File: config.mk
export PLATFORM = sky130hd
export DESIGN_NAME = dnps_top
export DESIGN_NICKNAME = d
export VERILOG_FILES = /design/src/design/dnps_pkg.sv /design/src/design/dnps_chg.sv /design/src/design/dnps_tick.sv /design/src/design/dnps_top.sv
export SDC_FILE = /design/constraint.sdc
export NUM_CORES = 1
export LEC_CHECK = 0
export BUFFER_PORTS_ARGS = -buffer_cell sky130_fd_sc_hd__buf_2
export CORE_UTILIZATION = 40
export DETAILED_ROUTE_END_ITERATION = 10
export SLEW_MARGIN = 20
export SYNTH_ARGS = -nofsm -noshare
export SYNTH_HDL_FRONTEND = slang
export SYNTH_HIERARCHICAL = 1
export SYNTH_SLANG_ARGS = --single-unit
File: constraint.sdc
create_clock -name clk -period 4.2 [get_ports clk]
set_input_delay 1.05 -clock clk [delete_from_list [all_inputs] [get_ports clk]]
set_output_delay 1.05 -clock clk [all_outputs]
set_load 0.005 [all_outputs]
File: src/design/dnps_pkg.sv
`default_nettype none
package dnps_pkg;
  // Register word offsets on the plain register port
  localparam logic [4:0] ADDR_CTRL = 5'h00;
  localparam logic [4:0] ADDR_DWELL = 5'h01;
  localparam logic [4:0] ADDR_STATUS = 5'h02;
  localparam logic [4:0] ADDR_REMAIN = 5'h03;
  localparam logic [4:0] ADDR_CH_INT0 = 5'h04;
  localparam logic [4:0] ADDR_CH_FRAC0 = 5'h05;
  localparam logic [4:0] ADDR_NETID0 = 5'h06;
  localparam logic [4:0] ADDR_SHORT0 = 5'h07;
  localparam logic [4:0] ADDR_LONG0_LO = 5'h08;
  localparam logic [4:0] ADDR_LONG0_HI = 5'h09;
  localparam logic [4:0] ADDR_CH_INT1 = 5'h0C;
  localparam logic [4:0] ADDR_CH_FRAC1 = 5'h0D;
  localparam logic [4:0] ADDR_NETID1 = 5'h0E;
  localparam logic [4:0] ADDR_SHORT1 = 5'h0F;
  localparam logic [4:0] ADDR_LONG1_LO = 5'h10;
  localparam logic [4:0] ADDR_LONG1_HI = 5'h11;
  // Control register bit positions
  localparam int CTRL_SEL_BIT = 0;
  localparam int CTRL_AUTO_BIT = 1;
  localparam int CTRL_COORD0_BIT = 2;
  localparam int CTRL_COORD1_BIT = 3;
  // Status register bit positions
  localparam int STAT_CUR_BIT = 0;
  localparam int STAT_CHG_BIT = 1;
  localparam int STAT_PEND_BIT = 2;
  // Widths
  localparam int DATA_W = 32;
  localparam int DWELL_W = 24;
  localparam int CH_INT_W = 8;
  localparam int CH_FRAC_W = 16;
  // Timing: dwell tick period and on-the-fly channel change
  localparam int CLK_MHZ = 50;
  localparam int TICK_US = 1;
  localparam int TICK_CYC = TICK_US * CLK_MHZ;
  localparam int CHG_US = 68;
  localparam int CHG_CYC = CHG_US * CLK_MHZ;
  // Reset values
  localparam logic [DWELL_W-1:0] DWELL_RST = 24'h000000;
  localparam logic [CH_INT_W-1:0] CH_INT_RST = 8'h00;
  localparam logic [CH_FRAC_W-1:0] CH_FRAC_RST = 16'h0000;
  // Sequence manager states seen by this block
  typedef enum logic [2:0] {
    DNPS_SQ_IDLE,
    DNPS_SQ_WARMUP,
    DNPS_SQ_RX_PRE,
    DNPS_SQ_RX_PKT,
    DNPS_SQ_OTHER
  } dnps_seq_t;
endpackage
`default_nettype wire

File: src/design/dnps_chg.sv
`timescale 1ns/1ps
`default_nettype none
// Times the on-the-fly channel change blind spot
module dnps_chg #(
  parameter int CYC = 3400
) (
  // Clock and reset
  input wire logic clk,
  input wire logic arst_n,
  // Control
  input wire logic start,
  output logic busy
);
  logic [15:0] cnt_q, cnt_d;
  logic busy_q, busy_d;

  // Countdown next state
  always_comb begin
    cnt_d = cnt_q;
    busy_d = busy_q;
    if (start) begin
      cnt_d = 16'(CYC - 1);
      busy_d = 1'b1;
    end else if (busy_q) begin
      if (cnt_q == 16'h0000) begin
        busy_d = 1'b0;
      end else begin
        cnt_d = cnt_q - 16'h0001;
      end
    end
  end

  // Countdown registers
  always_ff @(posedge clk or negedge arst_n) begin
    if (!arst_n) begin
      cnt_q <= 16'h0000;
      busy_q <= 1'b0;
    end else begin
      cnt_q <= cnt_d;
      busy_q <= busy_d;
    end
  end

  assign busy = busy_q;
endmodule
`default_nettype wire

File: src/design/dnps_tick.sv
`timescale 1ns/1ps
`default_nettype none
// Free-running one-cycle enable at the dwell tick rate
module dnps_tick #(
  parameter int DIV = 50
) (
  // Clock and reset
  input wire logic clk,
  input wire logic arst_n,
  // Tick out
  output logic tick
);
  logic [15:0] cnt_q, cnt_d;
  logic tick_q, tick_d;

  // Divider next state
  always_comb begin
    tick_d = 1'b0;
    cnt_d = cnt_q + 16'h0001;
    if (cnt_q == 16'(DIV - 1)) begin
      cnt_d = 16'h0000;
      tick_d = 1'b1;
    end
  end

  // Divider registers
  always_ff @(posedge clk or negedge arst_n) begin
    if (!arst_n) begin
      cnt_q <= 16'h0000;
      tick_q <= 1'b0;
    end else begin
      cnt_q <= cnt_d;
      tick_q <= tick_d;
    end
  end

  assign tick = tick_q;
endmodule
`default_nettype wire

File: src/design/dnps_top.sv
`timescale 1ns/1ps
`default_nettype none
module dnps_top
  import dnps_pkg::*;
#(
  parameter int DWELL_BITS = dnps_pkg::DWELL_W
) (
  // Clock and reset
  input wire logic clk,
  input wire logic arst_n,
  // Register port
  input wire logic [4:0] reg_addr,
  input wire logic [dnps_pkg::DATA_W-1:0] reg_wdata,
  input wire logic reg_wr,
  input wire logic reg_rd,
  output logic [dnps_pkg::DATA_W-1:0] reg_rdata,
  // Sequence manager state
  input wire dnps_pkg::dnps_seq_t seq_state,
  input wire logic seq_rx_only,
  input wire logic rx_pkt_fail,
  // Active network parameters to radio
  output logic cur_network,
  output logic [dnps_pkg::CH_INT_W-1:0] channel_integer,
  output logic [dnps_pkg::CH_FRAC_W-1:0] channel_fraction,
  output logic [15:0] network_id,
  output logic [15:0] short_address,
  output logic [63:0] long_address,
  output logic coordinator_flag,
  output logic chg_active,
  output logic pll_retune
);
  import dnps_pkg::*;

  // Parameter sets, index is network number
  logic [CH_INT_W-1:0] ch_int_q [2], ch_int_d [2];
  logic [CH_FRAC_W-1:0] ch_frac_q [2], ch_frac_d [2];
  logic [15:0] netid_q [2], netid_d [2];
  logic [15:0] short_q [2], short_d [2];
  logic [63:0] long_q [2], long_d [2];
  // Control and dwell timer state
  logic [1:0] coord_q, coord_d;
  logic select_q, select_d;
  logic auto_q, auto_d;
  logic [DWELL_BITS-1:0] dwell_set_q, dwell_set_d;
  logic [DWELL_BITS-1:0] remain_q, remain_d;
  logic armed_q, armed_d;
  logic pending_q, pending_d;
  logic cur_q, cur_d;
  logic held_q, held_d;
  logic retune_q, retune_d;
  logic [DATA_W-1:0] rdata_q, rdata_d;
  logic tick;
  logic chg_busy;
  logic expire;
  logic switch_now;
  logic idle;
  logic in_search;
  logic counting;

  // Dwell tick enable
  dnps_tick #(.DIV(TICK_CYC)) u_tick (
    .clk(clk),
    .arst_n(arst_n),
    .tick(tick)
  );

  // Blind spot after each retune; a switch at idle needs no on-the-fly change,
  // since the next warm-up tunes the new channel anyway
  dnps_chg #(.CYC(CHG_CYC)) u_chg (
    .clk(clk),
    .arst_n(arst_n),
    .start(retune_d),
    .busy(chg_busy)
  );

  // Sequence phase decode
  assign idle = (seq_state == DNPS_SQ_IDLE);
  // Only a receive-only sequence may switch during preamble search
  assign in_search = (seq_state == DNPS_SQ_RX_PRE) && seq_rx_only;
  // Timer runs only with auto on, armed, and a sequence underway
  assign counting = auto_q && armed_q && !idle;

  // Per-network register writes
  for (genvar n = 0; n < 2; n++) begin : g_net
    logic [4:0] base;
    // Base offset of this network's block
    assign base = (n == 0) ? ADDR_CH_INT0 : ADDR_CH_INT1;
    // Field decode at this network's base offset
    always_comb begin
      ch_int_d[n] = ch_int_q[n];
      ch_frac_d[n] = ch_frac_q[n];
      netid_d[n] = netid_q[n];
      short_d[n] = short_q[n];
      long_d[n] = long_q[n];
      if (reg_wr) begin
        if (reg_addr == base) begin
          ch_int_d[n] = reg_wdata[CH_INT_W-1:0];
        end else if (reg_addr == base + 5'h01) begin
          ch_frac_d[n] = reg_wdata[CH_FRAC_W-1:0];
        end else if (reg_addr == base + 5'h02) begin
          netid_d[n] = reg_wdata[15:0];
        end else if (reg_addr == base + 5'h03) begin
          short_d[n] = reg_wdata[15:0];
        end else if (reg_addr == base + 5'h04) begin
          long_d[n][31:0] = reg_wdata;
        end else if (reg_addr == base + 5'h05) begin
          long_d[n][63:32] = reg_wdata;
        end
      end
    end
    // Parameter set registers
    always_ff @(posedge clk or negedge arst_n) begin
      if (!arst_n) begin
        ch_int_q[n] <= CH_INT_RST;
        ch_frac_q[n] <= CH_FRAC_RST;
        netid_q[n] <= 16'h0000;
        short_q[n] <= 16'h0000;
        long_q[n] <= 64'h0000000000000000;
      end else begin
        ch_int_q[n] <= ch_int_d[n];
        ch_frac_q[n] <= ch_frac_d[n];
        netid_q[n] <= netid_d[n];
        short_q[n] <= short_d[n];
        long_q[n] <= long_d[n];
      end
    end
  end

  // Expiry only seen while counting, so a frozen zero never refires; no
  // expiry at idle, so alternation ends once the sequence has ended
  assign expire = counting && tick && (remain_q == '0) && !pending_q;
  // Switch may happen now: in receive-only preamble search, or back at idle
  assign switch_now = auto_q && (expire || pending_q) && !chg_busy
    && (in_search || idle);

  // Control, dwell timer and current network
  always_comb begin
    select_d = select_q;
    auto_d = auto_q;
    coord_d = coord_q;
    dwell_set_d = dwell_set_q;
    remain_d = remain_q;
    armed_d = armed_q;
    pending_d = pending_q;
    cur_d = cur_q;
    held_d = held_q;
    retune_d = 1'b0;
    // Timer counts down per tick only with auto enabled and armed
    if (counting && tick && remain_q != '0) begin
      remain_d = remain_q - DWELL_BITS'(1);
    end
    // Idle-time reload waits for warm-up to arm the timer
    if (!armed_q && seq_state == DNPS_SQ_WARMUP) begin
      armed_d = 1'b1;
    end
    if (expire) begin
      pending_d = 1'b1;
    end
    if (switch_now) begin
      cur_d = ~cur_q;
      pending_d = 1'b0;
      remain_d = dwell_set_q;
      retune_d = !idle;
    end else if (auto_q && pending_q && seq_state == DNPS_SQ_RX_PKT && rx_pkt_fail) begin
      // Bad packet after deferral: toggle and go back to search
      cur_d = ~cur_q;
      pending_d = 1'b0;
      remain_d = dwell_set_q;
      retune_d = 1'b1;
    end
    // Manual mode follows the select bit; auto keeps its own network
    if (!auto_q) begin
      cur_d = select_q;
    end
    if (reg_wr && reg_addr == ADDR_CTRL) begin
      select_d = reg_wdata[CTRL_SEL_BIT];
      auto_d = reg_wdata[CTRL_AUTO_BIT];
      coord_d = {reg_wdata[CTRL_COORD1_BIT], reg_wdata[CTRL_COORD0_BIT]};
      // Leaving auto freezes timer and held network. Entering with an armed
      // timer resumes the captured network; otherwise start on select.
      if (!auto_q && reg_wdata[CTRL_AUTO_BIT]) begin
        if (armed_q) begin
          cur_d = held_q;
        end else begin
          cur_d = reg_wdata[CTRL_SEL_BIT];
        end
      end
    end
    if (reg_wr && reg_addr == ADDR_DWELL) begin
      dwell_set_d = reg_wdata[DWELL_BITS-1:0];
      remain_d = reg_wdata[DWELL_BITS-1:0];
      armed_d = !idle;
      pending_d = 1'b0;
      cur_d = select_q;
      // Restart takes the select network, with no retune
      retune_d = 1'b0;
    end
    // Capture the serviced network while auto runs, for resume
    if (auto_q) begin
      held_d = cur_d;
    end
  end

  // Control and timer registers
  always_ff @(posedge clk or negedge arst_n) begin
    if (!arst_n) begin
      select_q <= 1'b0;
      auto_q <= 1'b0;
      coord_q <= 2'h0;
      dwell_set_q <= '0;
      remain_q <= '0;
      armed_q <= 1'b0;
      pending_q <= 1'b0;
      cur_q <= 1'b0;
      held_q <= 1'b0;
      retune_q <= 1'b0;
    end else begin
      select_q <= select_d;
      auto_q <= auto_d;
      coord_q <= coord_d;
      dwell_set_q <= dwell_set_d;
      remain_q <= remain_d;
      armed_q <= armed_d;
      pending_q <= pending_d;
      cur_q <= cur_d;
      held_q <= held_d;
      retune_q <= retune_d;
    end
  end

  // Read mux; unmapped addresses read zero
  always_comb begin
    rdata_d = '0;
    if (reg_rd) begin
      if (reg_addr == ADDR_CTRL) begin
        rdata_d[CTRL_SEL_BIT] = select_q;
        rdata_d[CTRL_AUTO_BIT] = auto_q;
        rdata_d[CTRL_COORD0_BIT] = coord_q[0];
        rdata_d[CTRL_COORD1_BIT] = coord_q[1];
      end else if (reg_addr == ADDR_DWELL) begin
        rdata_d[DWELL_BITS-1:0] = dwell_set_q;
      end else if (reg_addr == ADDR_STATUS) begin
        rdata_d[STAT_CUR_BIT] = cur_q;
        rdata_d[STAT_CHG_BIT] = chg_busy;
        rdata_d[STAT_PEND_BIT] = pending_q;
      end else if (reg_addr == ADDR_REMAIN) begin
        rdata_d[DWELL_BITS-1:0] = remain_q;
      end else if (reg_addr == ADDR_CH_INT0 || reg_addr == ADDR_CH_INT1) begin
        rdata_d[CH_INT_W-1:0] = ch_int_q[reg_addr == ADDR_CH_INT1];
      end else if (reg_addr == ADDR_CH_FRAC0 || reg_addr == ADDR_CH_FRAC1) begin
        rdata_d[CH_FRAC_W-1:0] = ch_frac_q[reg_addr == ADDR_CH_FRAC1];
      end else if (reg_addr == ADDR_NETID0 || reg_addr == ADDR_NETID1) begin
        rdata_d[15:0] = netid_q[reg_addr == ADDR_NETID1];
      end else if (reg_addr == ADDR_SHORT0 || reg_addr == ADDR_SHORT1) begin
        rdata_d[15:0] = short_q[reg_addr == ADDR_SHORT1];
      end else if (reg_addr == ADDR_LONG0_LO || reg_addr == ADDR_LONG1_LO) begin
        rdata_d = long_q[reg_addr == ADDR_LONG1_LO][31:0];
      end else if (reg_addr == ADDR_LONG0_HI || reg_addr == ADDR_LONG1_HI) begin
        rdata_d = long_q[reg_addr == ADDR_LONG1_HI][63:32];
      end
    end
  end

  // Output state; selected set drives tuning and filtering
  logic [CH_INT_W-1:0] o_int_q, o_int_d;
  logic [CH_FRAC_W-1:0] o_frac_q, o_frac_d;
  logic [15:0] o_id_q, o_id_d;
  logic [15:0] o_short_q, o_short_d;
  logic [63:0] o_long_q, o_long_d;
  logic o_coord_q, o_coord_d;
  logic o_chg_q, o_chg_d;

  // Pick the serviced set; outputs lag cur_network by one cycle
  always_comb begin
    o_int_d = ch_int_q[cur_q];
    o_frac_d = ch_frac_q[cur_q];
    o_id_d = netid_q[cur_q];
    o_short_d = short_q[cur_q];
    o_long_d = long_q[cur_q];
    o_coord_d = coord_q[cur_q];
    o_chg_d = chg_busy;
  end

  // Read data and output registers
  always_ff @(posedge clk or negedge arst_n) begin
    if (!arst_n) begin
      rdata_q <= '0;
      o_int_q <= CH_INT_RST;
      o_frac_q <= CH_FRAC_RST;
      o_id_q <= 16'h0000;
      o_short_q <= 16'h0000;
      o_long_q <= 64'h0000000000000000;
      o_coord_q <= 1'b0;
      o_chg_q <= 1'b0;
    end else begin
      rdata_q <= rdata_d;
      o_int_q <= o_int_d;
      o_frac_q <= o_frac_d;
      o_id_q <= o_id_d;
      o_short_q <= o_short_d;
      o_long_q <= o_long_d;
      o_coord_q <= o_coord_d;
      o_chg_q <= o_chg_d;
    end
  end

  // Ports straight from flip-flops
  assign reg_rdata = rdata_q;
  assign cur_network = cur_q;
  assign channel_integer = o_int_q;
  assign channel_fraction = o_frac_q;
  assign network_id = o_id_q;
  assign short_address = o_short_q;
  assign long_address = o_long_q;
  assign coordinator_flag = o_coord_q;
  assign chg_active = o_chg_q;
  assign pll_retune = retune_q;
endmodule
`default_nettype wire

==> impl_results.md <==
- Htree depth: 2
- Drt wl/cell: 23.5 um
- Startpoint kind of the worst setup timing path: flop
- Prevailing post-synth register cell: dfrtp_1
- Setup Viol. Count Final: 0
- Leak pwr: 12.2 nW
- Number of buffers added by the clock tree synthesis step: 52
- Largest area contributor in the synthesized netlist: dfrtp_1
- Largest net degree at the start of global routing: 104
- Arrival time of data at the critical path endpoint: 3.87 ns
- Placement Rows: 85
- Final global-route overflow total: 0
- Start-to-end type of the worst setup path: flop to flop
- Worst Setup End Kind: flop
- Sequential cell area in the final layout: 12100 um2
- Count of flip-flops with a built-in enable after synthesis: 0
- Core Area: 54100 um2
- Clock sink count: 485
- Share of cells above drive strength 1: 37.4%
- Wire length after detailed routing: 63200 um
- Number of antenna violations at the first check in global routing: 4
- Syn Inst Count: 1766
- Area growth, synth to finish: 17.1%
- Instance area after placement: 23900 um2
- Share of flip-flops with an asynchronous set or reset after synthesis: 100%
- Count of placed standard cells in the final layout, fillers left out: 2693
- Area used by multi-input combinational logic: 9370 um2
- Final Wtd Congestion: 0.883
- Number of library cell types mapped by synthesis: 80
- Total Die Area: 56000 um2
- TritonCTS clock tree: yes
- Count leader, synth: dfrtp_1
- Outcome: completed
- Setup repair after global routing missed its margin: false
- Residual DRC: 0
- Fin Hold WS: 0.467 ns
- Post-synthesis sequential area ratio: 55.1%
- Vias in the first global route: 15800
- Maximum fanout along the worst path: 22
- Horizontal die dimension: 237 um
- Pwr/cell area: 518 nW/um2
- VDD IR max: 0.243 mV
- Post-route clock period utilization: 79.5%
- Synthesized cell area: 22000 um2
- Number of synthesized register bits: 485
- Time the final worst path needs with I/O delays and setup: 3.34 ns
- Portion of synthesized cell area occupied by the leading cell type: 55.1%
- Synth area leaders: dfrtp_1 55%, mux2_2 19%, mux2i_1 5.4%
- Hold buffers post-CTS: 0
- Average instance area after synthesis: 12.5 um2
- Total nets after synthesis: 1817
- Final Skew: 0.0289 ns
- Slew @ Worst Pin: 0.965 ns
- Clock-pin slew on the worst setup and hold paths: 0.07 ns
- Top achievable clock speed: 299 MHz
- Violation count after the first detailed-routing iteration: 1224
- MaxCap Viol Count: 0
- Max_slew headroom: 34.8%
- Count of pins on the block boundary: 202
- Root buf cell: clkbuf_16
- Vias after detailed routing: 15400
- Synthesis warning total: 6
- Most numerous cell types in the synthesized netlist: 485 x dfrtp_1, 366 x mux2_2, 126 x nand2_1, 119 x mux2i_1, 94 x clkbuf_1
- Buffer levels on the longest clock path: 3
- Post-Route Utilization: 47.6%
- Net count reported at finish: 2004
- Number of fill cells: 4830
- Wire length of the first global-routing pass: 97400 um
- 1st-pass router iterations: 9
- Cts repair resizes: 0
- Total routing usage reported by global routing: 22.7%
- Number of nets with antenna violations after detailed routing: 0
- DIE HEIGHT: 237 um
- Setup Total Neg Slack: 0 ns
- Required time reported for the critical path endpoint: 4.73 ns
- Cell count after placement: 2595
- Design Area, Final: 25800 um2
- Starting density of the core: 40.7%
- DP HPWL: 42600 um
- Count of buffers inserted at the top-level ports: 201
- Final count of pins violating max slew: 0
- Vias per cell: 5.70
- Final hold viol count: 0
- Clk Latency, worst-skew pair: 0.62 ns
- Number of post-CTS setup repair buffers: 0
- Type of the most critical hold path: flop to flop
==> sequential cells by signal, summed over array words and instances (netlist names), 2 cells and up <==
register / flops
ch_frac_q: 32
short_q: 32
network_id: 16
channel_fraction: 16
u_tick/cnt_q: 16
netid_q: 32
long_q: 128
remain_q: 24
ch_int_q: 16
coord_q: 2
channel_integer: 8
reg_rdata: 32
long_address: 64
u_chg/cnt_q: 16
short_address: 16
dwell_set_q: 24
==> routing by layer <==
layer	global-route usage, %	part of all wire, %	routed length, um
met4	5.49	1.9	1210
met3	3.74	5.4	3420
met2	36.9	47	29900
met1	31.8	45	28700
met5	0	0.076	48
==> path summary, 6_finish.rpt <==
path	start	to	slack, ns	cells past startpoint
max	remain_q[8]$_DFFE_PN0P_	remain_q[14]$_DFFE_PN0P_	0.86	6
min	u_tick/cnt_q[15]$_DFF_PN0_	u_tick/cnt_q[15]$_DFF_PN0_	0.47	1
max reg2reg	remain_q[8]$_DFFE_PN0P_	remain_q[14]$_DFFE_PN0P_	0.86	6
min reg2reg	u_tick/cnt_q[15]$_DFF_PN0_	u_tick/cnt_q[15]$_DFF_PN0_	0.47	1
max in group asynchronous	arst_n	network_id[4]$_DFF_PN0_	2.72	2
min in group asynchronous	arst_n	long_q[94]$_DFFE_PN0P_	0.52	1
==> where the power goes <==
group / switching (mW) / total (mW) / internal, mW
Combinational: 1.07 / 2.27 / 1.20
Sequential: 0.569 / 6.14 / 5.57
Clock: 1.95 / 4.94 / 2.99
==> per-stage QoR <==
stage	power [mW]	setup WS, ns
2_1_floorplan	7.41	0.649
3_3_place_gp	8.43	0.643
3_5_place_dp	8.51	0.569
4_1_cts	13.5	0.917
5_1_grt	14.0	0.710
6_report	13.4	0.860
==> layout by cell type (no fill, tap or decap), drive strengths merged, types with 15 or more instances in the layout <==
cell / n
o22ai: 26
nor3: 30
clkbuf: 75
o21ai: 49
nor2: 69
inv: 19
nand4: 20
mux2i: 119
nand3: 35
nand2: 127
a22oi: 15
buf: 254
dfrtp: 485
mux2: 370
nor4: 15
a21oi: 33
nor2b: 19
==> cell type report <==
cell class	count	share of cell area, %
Sequential cell	485	47.1
Multi-Input combinational cell	1143	36.3
Clock buffer	75	5.97
Timing Repair Buffer	254	5.74
Tap cell	696	3.38
Clock inverter	21	1.25
Inverter	17	0.247
Antenna cell	2	0.0194
==> cell families (layout without fill, tap and decap cells) <==
logic type | Yosys count | after routing | share of synthesized area [%]
other | 0 | 2 | 0
AOI/OAI and AO/OA | 246 | 246 | 8.15
adders and majority gates | 5 | 5 | 0.284
DFF | 485 | 485 | 55.1
xor gates and xnor gates | 17 | 17 | 0.676
and+or+nand+nor | 386 | 386 | 8.98
buffers and inverters | 138 | 367 | 2.45
muxes | 489 | 489 | 24.3
==> worst max-delay path, cell delays in order, from the launching register on <==
cell	delay [ns]
dfrtp_1	0.46
nor4_1	0.67
nand2_1	0.38
or4_4	0.63
a21oi_4	0.61
a21boi_0	0.25
a211oi_2	0.23
(Power assumes the default switching activity.)
